--- src/rtl/bcs_pkg.sv ---
// constants and types for the breaker control sequencer
package bcs_pkg;
  localparam int          CLK_PERIOD_NS = 10;
  localparam int          TICK_PERIOD_NS = 1000000;
  localparam int          TICK_CYCLES = TICK_PERIOD_NS / CLK_PERIOD_NS;
  localparam int          CNT_W = 24;
  localparam int          AW = 8;

  localparam logic [7:0]  ADDR_CONFIG = 8'h00;
  localparam logic [7:0]  ADDR_TRIP_TIME = 8'h04;
  localparam logic [7:0]  ADDR_CLOSE_TIME = 8'h08;
  localparam logic [7:0]  ADDR_CLOSE_DELAY = 8'h0c;
  localparam logic [7:0]  ADDR_READY_WIN = 8'h10;
  localparam logic [7:0]  ADDR_SYNC_WIN = 8'h14;
  localparam logic [7:0]  ADDR_AR_BLOCK = 8'h18;
  localparam logic [7:0]  ADDR_COMMAND = 8'h1c;
  localparam logic [7:0]  ADDR_STATUS = 8'h20;

  // config fields
  localparam int          CF_POS_LSB = 0;
  localparam int          CF_SRC_LSB = 2;
  localparam int          CF_SYNC_EN = 5;
  localparam int          CF_READY_EN = 6;
  localparam int          CF_CLR_SRC = 7;
  localparam logic [7:0]  CONFIG_RESET = 8'h80;

  // command bits, write one to act
  localparam int          CMD_LOCAL_TRIP = 0;
  localparam int          CMD_LOCAL_CLOSE = 1;
  localparam int          CMD_LOCKOUT_RESET = 2;
  localparam int          CMD_ALARM_CLEAR = 3;
  localparam int          CMD_KEY_TRIP = 4;
  localparam int          CMD_KEY_CLOSE = 5;
  localparam int          CMD_KEY_CONFIRM = 6;
  localparam int          CMD_KEY_CANCEL = 7;
  localparam int          CMD_KEY_RESTART = 8;
  localparam int          CMD_KEY_EXIT = 9;
  localparam int          CMD_KEY_OTHER = 10;

  // timing resets, in ms ticks
  localparam logic [23:0] TRIP_TIME_RESET = 24'h0001f4;
  localparam logic [23:0] CLOSE_TIME_RESET = 24'h0001f4;
  localparam logic [23:0] CLOSE_DELAY_RESET = 24'h002710;
  localparam logic [23:0] READY_WIN_RESET = 24'h001388;
  localparam logic [23:0] SYNC_WIN_RESET = 24'h001388;
  localparam logic [23:0] AR_BLOCK_RESET = 24'h001388;
  localparam int          KEY_IDLE_S = 25;
  localparam int          KEY_HOLDOFF_S = 10;
  localparam logic [23:0] KEY_IDLE_TICKS = 24'(KEY_IDLE_S * 1000);
  localparam logic [23:0] KEY_HOLDOFF_TICKS = 24'(KEY_HOLDOFF_S * 1000);

  typedef enum logic [1:0] {
    BCS_POS_NONE     = 2'b00,
    BCS_POS_FOLLOWS  = 2'b01,
    BCS_POS_OPPOSES  = 2'b10,
    BCS_POS_BOTH     = 2'b11
  } bcs_pos_e;

  typedef enum logic [2:0] {
    BCS_SEQ_IDLE      = 3'b000,
    BCS_SEQ_DELAY     = 3'b001,
    BCS_SEQ_SUPERVISE = 3'b010,
    BCS_SEQ_CLOSE     = 3'b011,
    BCS_SEQ_TRIP      = 3'b100
  } bcs_seq_e;

  typedef enum logic [1:0] {
    BCS_KEY_DEFAULT = 2'b00,
    BCS_KEY_CONFIRM = 2'b01,
    BCS_KEY_RUNNING = 2'b10,
    BCS_KEY_STATUS  = 2'b11
  } bcs_key_e;
endpackage : bcs_pkg

--- src/rtl/bcs_sequencer.sv ---
// breaker control sequencer with apb register access
`timescale 1ns/1ps
module bcs_sequencer #(
  parameter int TICK_CYCLES = bcs_pkg::TICK_CYCLES
) (
  input  wire logic        pclk,
  input  wire logic        presetn,
  input  wire logic        psel,
  input  wire logic        penable,
  input  wire logic        pwrite,
  input  wire logic [7:0]  paddr,
  input  wire logic [31:0] pwdata,
  output logic [31:0]      prdata,
  output logic             pready,
  output logic             pslverr,
  input  wire logic        remote_trip,
  input  wire logic        remote_close,
  input  wire logic        opto_trip,
  input  wire logic        opto_close,
  input  wire logic        contact_follows_breaker,
  input  wire logic        contact_opposes_breaker,
  input  wire logic        protection_trip,
  input  wire logic        sync_ok,
  input  wire logic        breaker_ready,
  output logic             trip_out,
  output logic             close_out,
  output logic             open_failure_alarm,
  output logic             shut_failure_alarm,
  output logic             sync_alarm,
  output logic             ready_alarm,
  output logic             lockout,
  output logic             lockout_clear,
  output logic             reclose_block_after_manual,
  output logic             control_inhibit,
  output logic [1:0]       display_mode
);
  localparam int W = bcs_pkg::CNT_W;

  if (TICK_CYCLES < 1) begin : g_tick_check
    $error("TICK_CYCLES must be at least 1");
  end

  function automatic logic [W-1:0] bump(input logic [W-1:0] c, input logic t);
    bump = (t && c != {W{1'b1}}) ? c + W'(1) : c;
  endfunction : bump

  // apb slave, zero wait states
  logic          wr_en;
  logic          rd_hit;
  logic [7:0]    config_reg;
  logic [W-1:0]  trip_time;
  logic [W-1:0]  close_time;
  logic [W-1:0]  close_delay;
  logic [W-1:0]  ready_win;
  logic [W-1:0]  sync_win;
  logic [W-1:0]  ar_block;
  logic [10:0]   cmd;

  assign wr_en = psel && penable && pwrite;
  assign pready = 1'b1;
  always_comb begin
    unique case (paddr)
      bcs_pkg::ADDR_CONFIG, bcs_pkg::ADDR_TRIP_TIME, bcs_pkg::ADDR_CLOSE_TIME,
      bcs_pkg::ADDR_CLOSE_DELAY, bcs_pkg::ADDR_READY_WIN, bcs_pkg::ADDR_SYNC_WIN,
      bcs_pkg::ADDR_AR_BLOCK, bcs_pkg::ADDR_COMMAND, bcs_pkg::ADDR_STATUS: rd_hit = 1'b1;
      default: rd_hit = 1'b0;
    endcase
  end
  assign pslverr = psel && penable && !rd_hit;

  always_ff @(posedge pclk or negedge presetn) begin
    if (!presetn) begin
      config_reg  <= bcs_pkg::CONFIG_RESET;
      trip_time   <= bcs_pkg::TRIP_TIME_RESET;
      close_time  <= bcs_pkg::CLOSE_TIME_RESET;
      close_delay <= bcs_pkg::CLOSE_DELAY_RESET;
      ready_win   <= bcs_pkg::READY_WIN_RESET;
      sync_win    <= bcs_pkg::SYNC_WIN_RESET;
      ar_block    <= bcs_pkg::AR_BLOCK_RESET;
    end else if (wr_en) begin
      unique case (paddr)
        bcs_pkg::ADDR_CONFIG:      config_reg  <= pwdata[7:0];
        bcs_pkg::ADDR_TRIP_TIME:   trip_time   <= pwdata[W-1:0];
        bcs_pkg::ADDR_CLOSE_TIME:  close_time  <= pwdata[W-1:0];
        bcs_pkg::ADDR_CLOSE_DELAY: close_delay <= pwdata[W-1:0];
        bcs_pkg::ADDR_READY_WIN:   ready_win   <= pwdata[W-1:0];
        bcs_pkg::ADDR_SYNC_WIN:    sync_win    <= pwdata[W-1:0];
        bcs_pkg::ADDR_AR_BLOCK:    ar_block    <= pwdata[W-1:0];
        default: ;
      endcase
    end
  end

  // command strobes last one cycle
  assign cmd = (wr_en && paddr == bcs_pkg::ADDR_COMMAND) ? pwdata[10:0] : 11'h000;

  // millisecond tick
  logic [31:0] tick_div;
  logic        tick;
  always_ff @(posedge pclk or negedge presetn) begin
    if (!presetn) begin
      tick_div <= 32'h0;
      tick     <= 1'b0;
    end else if (tick_div >= 32'(TICK_CYCLES - 1)) begin
      tick_div <= 32'h0;
      tick     <= 1'b1;
    end else begin
      tick_div <= tick_div + 32'h1;
      tick     <= 1'b0;
    end
  end

  // breaker position
  bcs_pkg::bcs_pos_e pos_src;
  logic [2:0]        src_sel;
  logic              closed;
  logic              pos_valid;
  assign pos_src = bcs_pkg::bcs_pos_e'(config_reg[bcs_pkg::CF_POS_LSB +: 2]);
  assign src_sel = config_reg[bcs_pkg::CF_SRC_LSB +: 3];
  always_comb begin
    unique case (pos_src)
      bcs_pkg::BCS_POS_NONE: begin
        closed    = 1'b0;
        pos_valid = 1'b0;
      end
      bcs_pkg::BCS_POS_FOLLOWS: begin
        closed    = contact_follows_breaker;
        pos_valid = 1'b1;
      end
      bcs_pkg::BCS_POS_OPPOSES: begin
        closed    = !contact_opposes_breaker;
        pos_valid = 1'b1;
      end
      bcs_pkg::BCS_POS_BOTH: begin
        closed    = contact_follows_breaker;
        pos_valid = contact_follows_breaker != contact_opposes_breaker;
      end
    endcase
  end
  assign control_inhibit = (pos_src == bcs_pkg::BCS_POS_NONE);

  // shortcut key menu
  bcs_pkg::bcs_key_e key_state;
  bcs_pkg::bcs_seq_e seq;
  logic              key_is_close;
  logic [W-1:0]      key_idle;
  logic [W-1:0]      holdoff;
  logic              key_any;
  logic              holdoff_on;
  logic              key_trip_go;
  logic              key_close_go;
  assign key_any = |cmd[bcs_pkg::CMD_KEY_OTHER:bcs_pkg::CMD_KEY_TRIP];
  assign holdoff_on = holdoff != '0;
  assign key_trip_go = key_state == bcs_pkg::BCS_KEY_CONFIRM && !key_is_close
                       && cmd[bcs_pkg::CMD_KEY_CONFIRM];
  assign key_close_go = key_state == bcs_pkg::BCS_KEY_CONFIRM && key_is_close
                        && cmd[bcs_pkg::CMD_KEY_CONFIRM];
  assign display_mode = key_state;

  always_ff @(posedge pclk or negedge presetn) begin
    if (!presetn) begin
      key_state    <= bcs_pkg::BCS_KEY_DEFAULT;
      key_is_close <= 1'b0;
    end else if (cmd[bcs_pkg::CMD_KEY_EXIT]) begin
      key_state <= bcs_pkg::BCS_KEY_DEFAULT;
    end else begin
      unique case (key_state)
        bcs_pkg::BCS_KEY_DEFAULT, bcs_pkg::BCS_KEY_STATUS: begin
          if (!holdoff_on && (cmd[bcs_pkg::CMD_KEY_TRIP] || cmd[bcs_pkg::CMD_KEY_CLOSE])) begin
            key_state    <= bcs_pkg::BCS_KEY_CONFIRM;
            key_is_close <= cmd[bcs_pkg::CMD_KEY_CLOSE];
          end else if (key_state == bcs_pkg::BCS_KEY_STATUS && key_idle >= bcs_pkg::KEY_IDLE_TICKS) begin
            key_state <= bcs_pkg::BCS_KEY_DEFAULT;
          end
        end
        bcs_pkg::BCS_KEY_CONFIRM: begin
          if (key_trip_go) key_state <= bcs_pkg::BCS_KEY_STATUS;
          else if (key_close_go) key_state <= bcs_pkg::BCS_KEY_RUNNING;
          else if (cmd[bcs_pkg::CMD_KEY_CANCEL] || key_idle >= bcs_pkg::KEY_IDLE_TICKS)
            key_state <= bcs_pkg::BCS_KEY_STATUS;
        end
        bcs_pkg::BCS_KEY_RUNNING: begin
          if (seq == bcs_pkg::BCS_SEQ_IDLE && !cmd[bcs_pkg::CMD_KEY_RESTART])
            key_state <= bcs_pkg::BCS_KEY_STATUS;
        end
      endcase
    end
  end

  // idle timer restarts on any key; holdoff loads when the exit key leaves the menu
  always_ff @(posedge pclk or negedge presetn) begin
    if (!presetn) begin
      key_idle <= '0;
      holdoff  <= '0;
    end else begin
      key_idle <= key_any ? '0 : bump(key_idle, tick);
      if (cmd[bcs_pkg::CMD_KEY_EXIT] && key_state != bcs_pkg::BCS_KEY_DEFAULT)
        holdoff <= bcs_pkg::KEY_HOLDOFF_TICKS;
      else if (tick && holdoff_on)
        holdoff <= holdoff - W'(1);
    end
  end

  // request gating by command source
  logic trip_req;
  logic close_req;
  logic key_cancel;
  logic key_restart;
  assign trip_req = (src_sel[0] && (cmd[bcs_pkg::CMD_LOCAL_TRIP] || key_trip_go))
                 || (src_sel[1] && remote_trip) || (src_sel[2] && opto_trip);
  assign close_req = (src_sel[0] && (cmd[bcs_pkg::CMD_LOCAL_CLOSE] || key_close_go))
                  || (src_sel[1] && remote_close) || (src_sel[2] && opto_close);
  assign key_cancel = key_state == bcs_pkg::BCS_KEY_RUNNING && cmd[bcs_pkg::CMD_KEY_CANCEL];
  assign key_restart = key_state == bcs_pkg::BCS_KEY_RUNNING && cmd[bcs_pkg::CMD_KEY_RESTART];

  // close and trip sequencer
  bcs_pkg::bcs_seq_e next_seq;
  logic [W-1:0]      seq_cnt;
  logic              sync_en;
  logic              ready_en;
  logic              supervise_ok;
  logic              sync_fail;
  logic              ready_fail;
  logic              set_open_fail;
  logic              set_shut_fail;
  logic              manual_closed;
  assign sync_en = config_reg[bcs_pkg::CF_SYNC_EN];
  assign ready_en = config_reg[bcs_pkg::CF_READY_EN];
  assign supervise_ok = (!sync_en || sync_ok) && (!ready_en || breaker_ready);
  assign sync_fail = seq == bcs_pkg::BCS_SEQ_SUPERVISE && !supervise_ok
                     && sync_en && !sync_ok && seq_cnt >= sync_win;
  assign ready_fail = seq == bcs_pkg::BCS_SEQ_SUPERVISE && !supervise_ok
                      && ready_en && !breaker_ready && seq_cnt >= ready_win;
  assign set_open_fail = seq == bcs_pkg::BCS_SEQ_TRIP && seq_cnt >= trip_time && closed;
  assign set_shut_fail = seq == bcs_pkg::BCS_SEQ_CLOSE && !protection_trip
                         && seq_cnt >= close_time && !closed;
  assign manual_closed = seq == bcs_pkg::BCS_SEQ_CLOSE && !protection_trip
                         && seq_cnt >= close_time && closed;

  always_comb begin
    next_seq = seq;
    unique case (seq)
      bcs_pkg::BCS_SEQ_IDLE: begin
        if (!control_inhibit && pos_valid) begin
          if (trip_req && closed)
            next_seq = bcs_pkg::BCS_SEQ_TRIP;
          else if (close_req && !closed && !lockout && !protection_trip)
            next_seq = bcs_pkg::BCS_SEQ_DELAY;
        end
      end
      bcs_pkg::BCS_SEQ_DELAY: begin
        if (protection_trip || key_cancel || control_inhibit)
          next_seq = bcs_pkg::BCS_SEQ_IDLE;
        else if (!key_restart && seq_cnt >= close_delay)
          next_seq = bcs_pkg::BCS_SEQ_SUPERVISE;
      end
      bcs_pkg::BCS_SEQ_SUPERVISE: begin
        if (protection_trip || key_cancel || sync_fail || ready_fail || control_inhibit)
          next_seq = bcs_pkg::BCS_SEQ_IDLE;
        else if (key_restart)
          next_seq = bcs_pkg::BCS_SEQ_DELAY;
        else if (supervise_ok && !closed)
          next_seq = bcs_pkg::BCS_SEQ_CLOSE;
      end
      bcs_pkg::BCS_SEQ_CLOSE: begin
        if (protection_trip || seq_cnt >= close_time)
          next_seq = bcs_pkg::BCS_SEQ_IDLE;
      end
      bcs_pkg::BCS_SEQ_TRIP: begin
        if (seq_cnt >= trip_time)
          next_seq = bcs_pkg::BCS_SEQ_IDLE;
      end
      default: next_seq = bcs_pkg::BCS_SEQ_IDLE;
    endcase
  end

  always_ff @(posedge pclk or negedge presetn) begin
    if (!presetn) begin
      seq       <= bcs_pkg::BCS_SEQ_IDLE;
      seq_cnt   <= '0;
      trip_out  <= 1'b0;
      close_out <= 1'b0;
    end else begin
      seq       <= next_seq;
      seq_cnt   <= (next_seq != seq || key_restart) ? '0 : bump(seq_cnt, tick);
      trip_out  <= next_seq == bcs_pkg::BCS_SEQ_TRIP;
      close_out <= next_seq == bcs_pkg::BCS_SEQ_CLOSE && !protection_trip;
    end
  end

  // lockout, alarms and reclose block
  logic          closed_d;
  logic          clr_lockout;
  logic          clr_alarm;
  logic [W-1:0]  ar_cnt;
  assign clr_alarm = cmd[bcs_pkg::CMD_ALARM_CLEAR];
  assign clr_lockout = cmd[bcs_pkg::CMD_LOCKOUT_RESET]
                    || (config_reg[bcs_pkg::CF_CLR_SRC] && pos_valid && closed && !closed_d);

  always_ff @(posedge pclk or negedge presetn) begin
    if (!presetn) begin
      closed_d      <= 1'b0;
      lockout       <= 1'b0;
      lockout_clear <= 1'b0;
    end else begin
      closed_d      <= pos_valid && closed;
      lockout       <= (lockout && !clr_lockout) || sync_fail || ready_fail;
      lockout_clear <= clr_lockout;
    end
  end

  always_ff @(posedge pclk or negedge presetn) begin
    if (!presetn) begin
      open_failure_alarm <= 1'b0;
      shut_failure_alarm <= 1'b0;
      sync_alarm         <= 1'b0;
      ready_alarm        <= 1'b0;
    end else begin
      open_failure_alarm <= (open_failure_alarm && !clr_alarm) || set_open_fail;
      shut_failure_alarm <= (shut_failure_alarm && !clr_alarm) || set_shut_fail;
      sync_alarm         <= (sync_alarm && !clr_alarm) || sync_fail;
      ready_alarm        <= (ready_alarm && !clr_alarm) || ready_fail;
    end
  end

  always_ff @(posedge pclk or negedge presetn) begin
    if (!presetn) begin
      ar_cnt                     <= '0;
      reclose_block_after_manual <= 1'b0;
    end else begin
      if (manual_closed)
        ar_cnt <= ar_block;
      else if (tick && ar_cnt != '0)
        ar_cnt <= ar_cnt - W'(1);
      reclose_block_after_manual <= manual_closed || (ar_cnt != '0 && !(tick && ar_cnt == W'(1)));
    end
  end

  // read data
  always_ff @(posedge pclk or negedge presetn) begin
    if (!presetn) begin
      prdata <= 32'h0;
    end else if (psel && !penable && !pwrite) begin
      unique case (paddr)
        bcs_pkg::ADDR_CONFIG:      prdata <= {24'h0, config_reg};
        bcs_pkg::ADDR_TRIP_TIME:   prdata <= {8'h0, trip_time};
        bcs_pkg::ADDR_CLOSE_TIME:  prdata <= {8'h0, close_time};
        bcs_pkg::ADDR_CLOSE_DELAY: prdata <= {8'h0, close_delay};
        bcs_pkg::ADDR_READY_WIN:   prdata <= {8'h0, ready_win};
        bcs_pkg::ADDR_SYNC_WIN:    prdata <= {8'h0, sync_win};
        bcs_pkg::ADDR_AR_BLOCK:    prdata <= {8'h0, ar_block};
        bcs_pkg::ADDR_STATUS:      prdata <= {16'h0, holdoff_on, key_state, seq, close_out, trip_out,
                                              reclose_block_after_manual, ready_alarm, sync_alarm,
                                              shut_failure_alarm, open_failure_alarm, lockout,
                                              pos_valid, closed};
        default:                   prdata <= 32'h0;
      endcase
    end
  end
endmodule : bcs_sequencer

--- config.mk ---
export PLATFORM = sky130hd
export DESIGN_NAME = bcs_sequencer
export DESIGN_NICKNAME = d
export VERILOG_FILES = /design/src/rtl/bcs_pkg.sv /design/src/rtl/bcs_sequencer.sv
export SDC_FILE = /design/constraint.sdc
export NUM_CORES = 1
export LEC_CHECK = 0
export BUFFER_PORTS_ARGS = -buffer_cell sky130_fd_sc_hd__buf_2
export CAP_MARGIN = 20
export CORE_UTILIZATION = 25
export CTS_BUF_LIST = sky130_fd_sc_hd__clkbuf_16
export DETAILED_ROUTE_END_ITERATION = 10
export SLEW_MARGIN = 10
export SYNTH_ARGS = -nofsm -noshare
export SYNTH_HDL_FRONTEND = slang
export SYNTH_SLANG_ARGS = --single-unit
--- constraint.sdc ---
create_clock -name pclk -period 4.6 [get_ports pclk]
set_clock_uncertainty 0.1 [all_clocks]
set_input_delay 0.46 -clock pclk [delete_from_list [all_inputs] [get_ports pclk]]
set_output_delay 0.46 -clock pclk [all_outputs]
set_load 0.02 [all_outputs]
==> flow_summary_export.csv <==
group,metric,value,unit
grt,gr-total-overflow,0,
clock_network,h-tree-depth,2,
synthesis,synth_top_cell_area_share,40.4,%
synthesis,synth_edf_count,0,
final_layout,register_area,0.00807,mm²
final_layout,syn_to_final_growth,15.6,%
timing,fmax,285,MHz
floorplan,rows,97,
floorplan,pin_count,100,
grt,grt_first_pass_wirelength,85.1,mm
floorplan,die_area,0.0724,mm²
power_and_ir_drop,ir_drop,0.202,mV
grt,grt_pass1_vias,14200,
critical_path,worstPathRequired,4.92,ns
place,place_ws,1.11,ns
final_layout,top_register,"tick_div",
synthesis,ys_warn_count,0,
critical_path,crit_path_max_fanout,24,
clock_network,cts_made_buffers,37,
timing,maxSlewHeadroom,29.5,%
run,drv_cap,0,
critical_path,critPathSlowestCell,"a221oi_1",
final_layout,utilization,29.3,%
critical_path,cp-start-kind,"flip-flop",
critical_path,path_buf_inv,2,
place,place.gp.congestion,0.885,
synthesis,ys.flop_type,"dfrtp_1",
drt,drc,0,
place,post-dp-hpwl,38.8,mm
grt,grt_max_degree,125,
timing,timing.final.crit_period,3.51,ns
timing,setup_tns,0,ns
synthesis,synth_cell_type_count,72,
synthesis,syn_area_per_cell,10.1,µm²
drt,drtAntennaViolNets,0,
clock_network,max-clock-path-buffers,3,
final_layout,n_fill_cell,7216,
synthesis,syn_inst,1762,
critical_path,critical_path_arrival,3.83,ns
power_and_ir_drop,leakagePower,8.85,nW
clock_network,clkTransAtPathRegs,0.06,ns
outcome,outcome,"completed",
critical_path,crit_chain,"inv_1 > ha_1 > a31oi_1 > nor3b_1 > a221oi_1 > o22ai_1 > a211oi_1 > mux2i_2 > buf_4 > nor3_1",
final_layout,final_cell_mix,"dfrtp_1, nor2_1, inv_1, mux2_2, ha_1",
drt,wl_per_cell,19.4,µm
place,portBuffers,82,
synthesis,ys_seq_elements,321,
min_path,min_path_type,"in2reg",
final_layout,largest_register_ffs,32,
floorplan,start_util,25.4,%
power_and_ir_drop,powerDensity,356,mW/mm²
clock_network,cts.sinks,321,
drt,vias,14200,
clock_network,clk_latency,0.57,ns
synthesis,synth_largest_area_cell,"dfrtp_1",
floorplan,die_x,269,µm
clock_network,ctsResizeCount,0,
floorplan,dieHeight,269,µm
timing,finalCritPeriodShare,76.3,%
timing,hold_viol,0,
critical_path,cp_top_family,"compound AO/OA/AOI/OAI gates",
critical_path,cp-end-kind,"flip-flop",
final_layout,drive_gt1_share,19.4,%
synthesis,yosys-top-cells-area,"dfrtp_1, ha_1, mux2_2",
timing,setup_viol,0,
drt,drtPass1Iterations,7,
final_layout,layout.nets,2051,
grt,grt_usage,15.1,%
synthesis,syn_area,0.0178,mm²
clock_network,root_buffer,"clkbuf_16",
final_layout,multi_input_area,0.00909,mm²
clock_network,post-cts-setup-buffers,0,
final_layout,final_common_cell,"dfrtp_1",
timing,tightest_slew,1.06,ns
timing,finalMaxSlewViolations,0,
drt,drt-total-wl,55.1,mm
drt,drt_iter0_markers,1233,
timing,rsz0062_at_grt,"false",
synthesis,async_reset_ff_share,100,%
critical_path,crit_path_max_incr_delay,0.73,ns
clock_network,cts_tree,"done",
power_and_ir_drop,power,7.33,mW
floorplan,coreArea,0.0703,mm²
timing,hold_ws,0.0949,ns
timing,worst_slack,1.09,ns
clock_network,ctsHoldBuffers,1,
grt,antenna_found_initial,4,
synthesis,synth-seq-area-share,45.2,%
drt,vias_per_cell,5.01,
critical_path,worstSetupPathType,"reg2reg",
## Yosys cell counts, types with 43 or more instances
cell      count
nor2_1      169
xnor2_1      59
mux2_2      146
nor3_1       58
dfrtp_1     288
inv_1       140
clkbuf_1     53
nand2_1     123
nand3_1      43
o21ai_0      51
ha_1        136
a21oi_1      79
## per-stage QoR
| step | area [µm²] | std cells |
|---|---|---|
| 2_1_floorplan | 17900 | 1784 |
| 3_3_place_gp | 19500 | 2760 |
| 3_5_place_dp | 19500 | 2760 |
| 4_1_cts | 20600 | 2829 |
| 5_1_grt | 20600 | 2830 |
| 6_report | 20600 | 2831 |
## worst reg2reg max path: stages (launching register included)
cell and delay, ns:
dfrtp_1 0.65, inv_1 0.14, ha_1 0.26, a31oi_1 0.16, nor3b_1 0.09, a221oi_1 0.73, o22ai_1 0.16, a211oi_1 0.42
mux2i_2 0.25, buf_4 0.32, nor3_1 0.11
## where the power goes
group          internal (mW)  switching (mW)
Sequential              3.05           0.304
Clock                   1.57            1.24
Combinational          0.479           0.693
Total                   5.10            2.23
## path summary, 6_finish.rpt
kind | from | endpoint | slack, ns | depth (start not counted)
worst min-delay path | pwdata[23] | ready_win[23] | 0.09 | 2
worst max-delay path | display_mode[1] | seq_cnt[2] | 1.09 | 10
worst max register to register | display_mode[1] | seq_cnt[2] | 1.09 | 10
worst min register to register | tick_div[0] | tick_div[0] | 0.38 | 1
max in group asynchronous | presetn | ar_cnt[3] | 2.74 | 3
min in group asynchronous | presetn | tick_div[9] | 0.48 | 2
## routing by layer
| metal | vias to the layer above | global-route usage (%) | wire length (µm) |
|---|---|---|---|
| met5 | - | 0 | 54 |
| li1 | 6473 | - | - |
| met1 | 7112 | 20.9 | 24600 |
| met3 | 99 | 3.21 | 4550 |
| met4 | 8 | 5.08 | 1640 |
| met2 | 484 | 23.2 | 24200 |
## kinds of logic after synthesis
logic type,after synthesis,synth area share [%]
and+or+nand+nor,550,15.1
DFF,321,45.2
AOI/OAI and AO/OA,303,11.4
buffers and inverters,206,4.54
muxes,150,9.44
adders and majority gates,136,9.54
xor gates and xnor gates,94,4.61
other,2,0.0421
## layout make-up
class                      count  area share (%)
multi-input combinational   1257            44.1
sequential                   321            39.1
tap                          940            5.70
clock buffer                  38            4.61
timing repair buffer         104            3.01
inverter                     140            2.55
clock inverter                30           0.904
antenna                        1          0.0121
No activity file was read; power rests on OpenSTA's default activity.
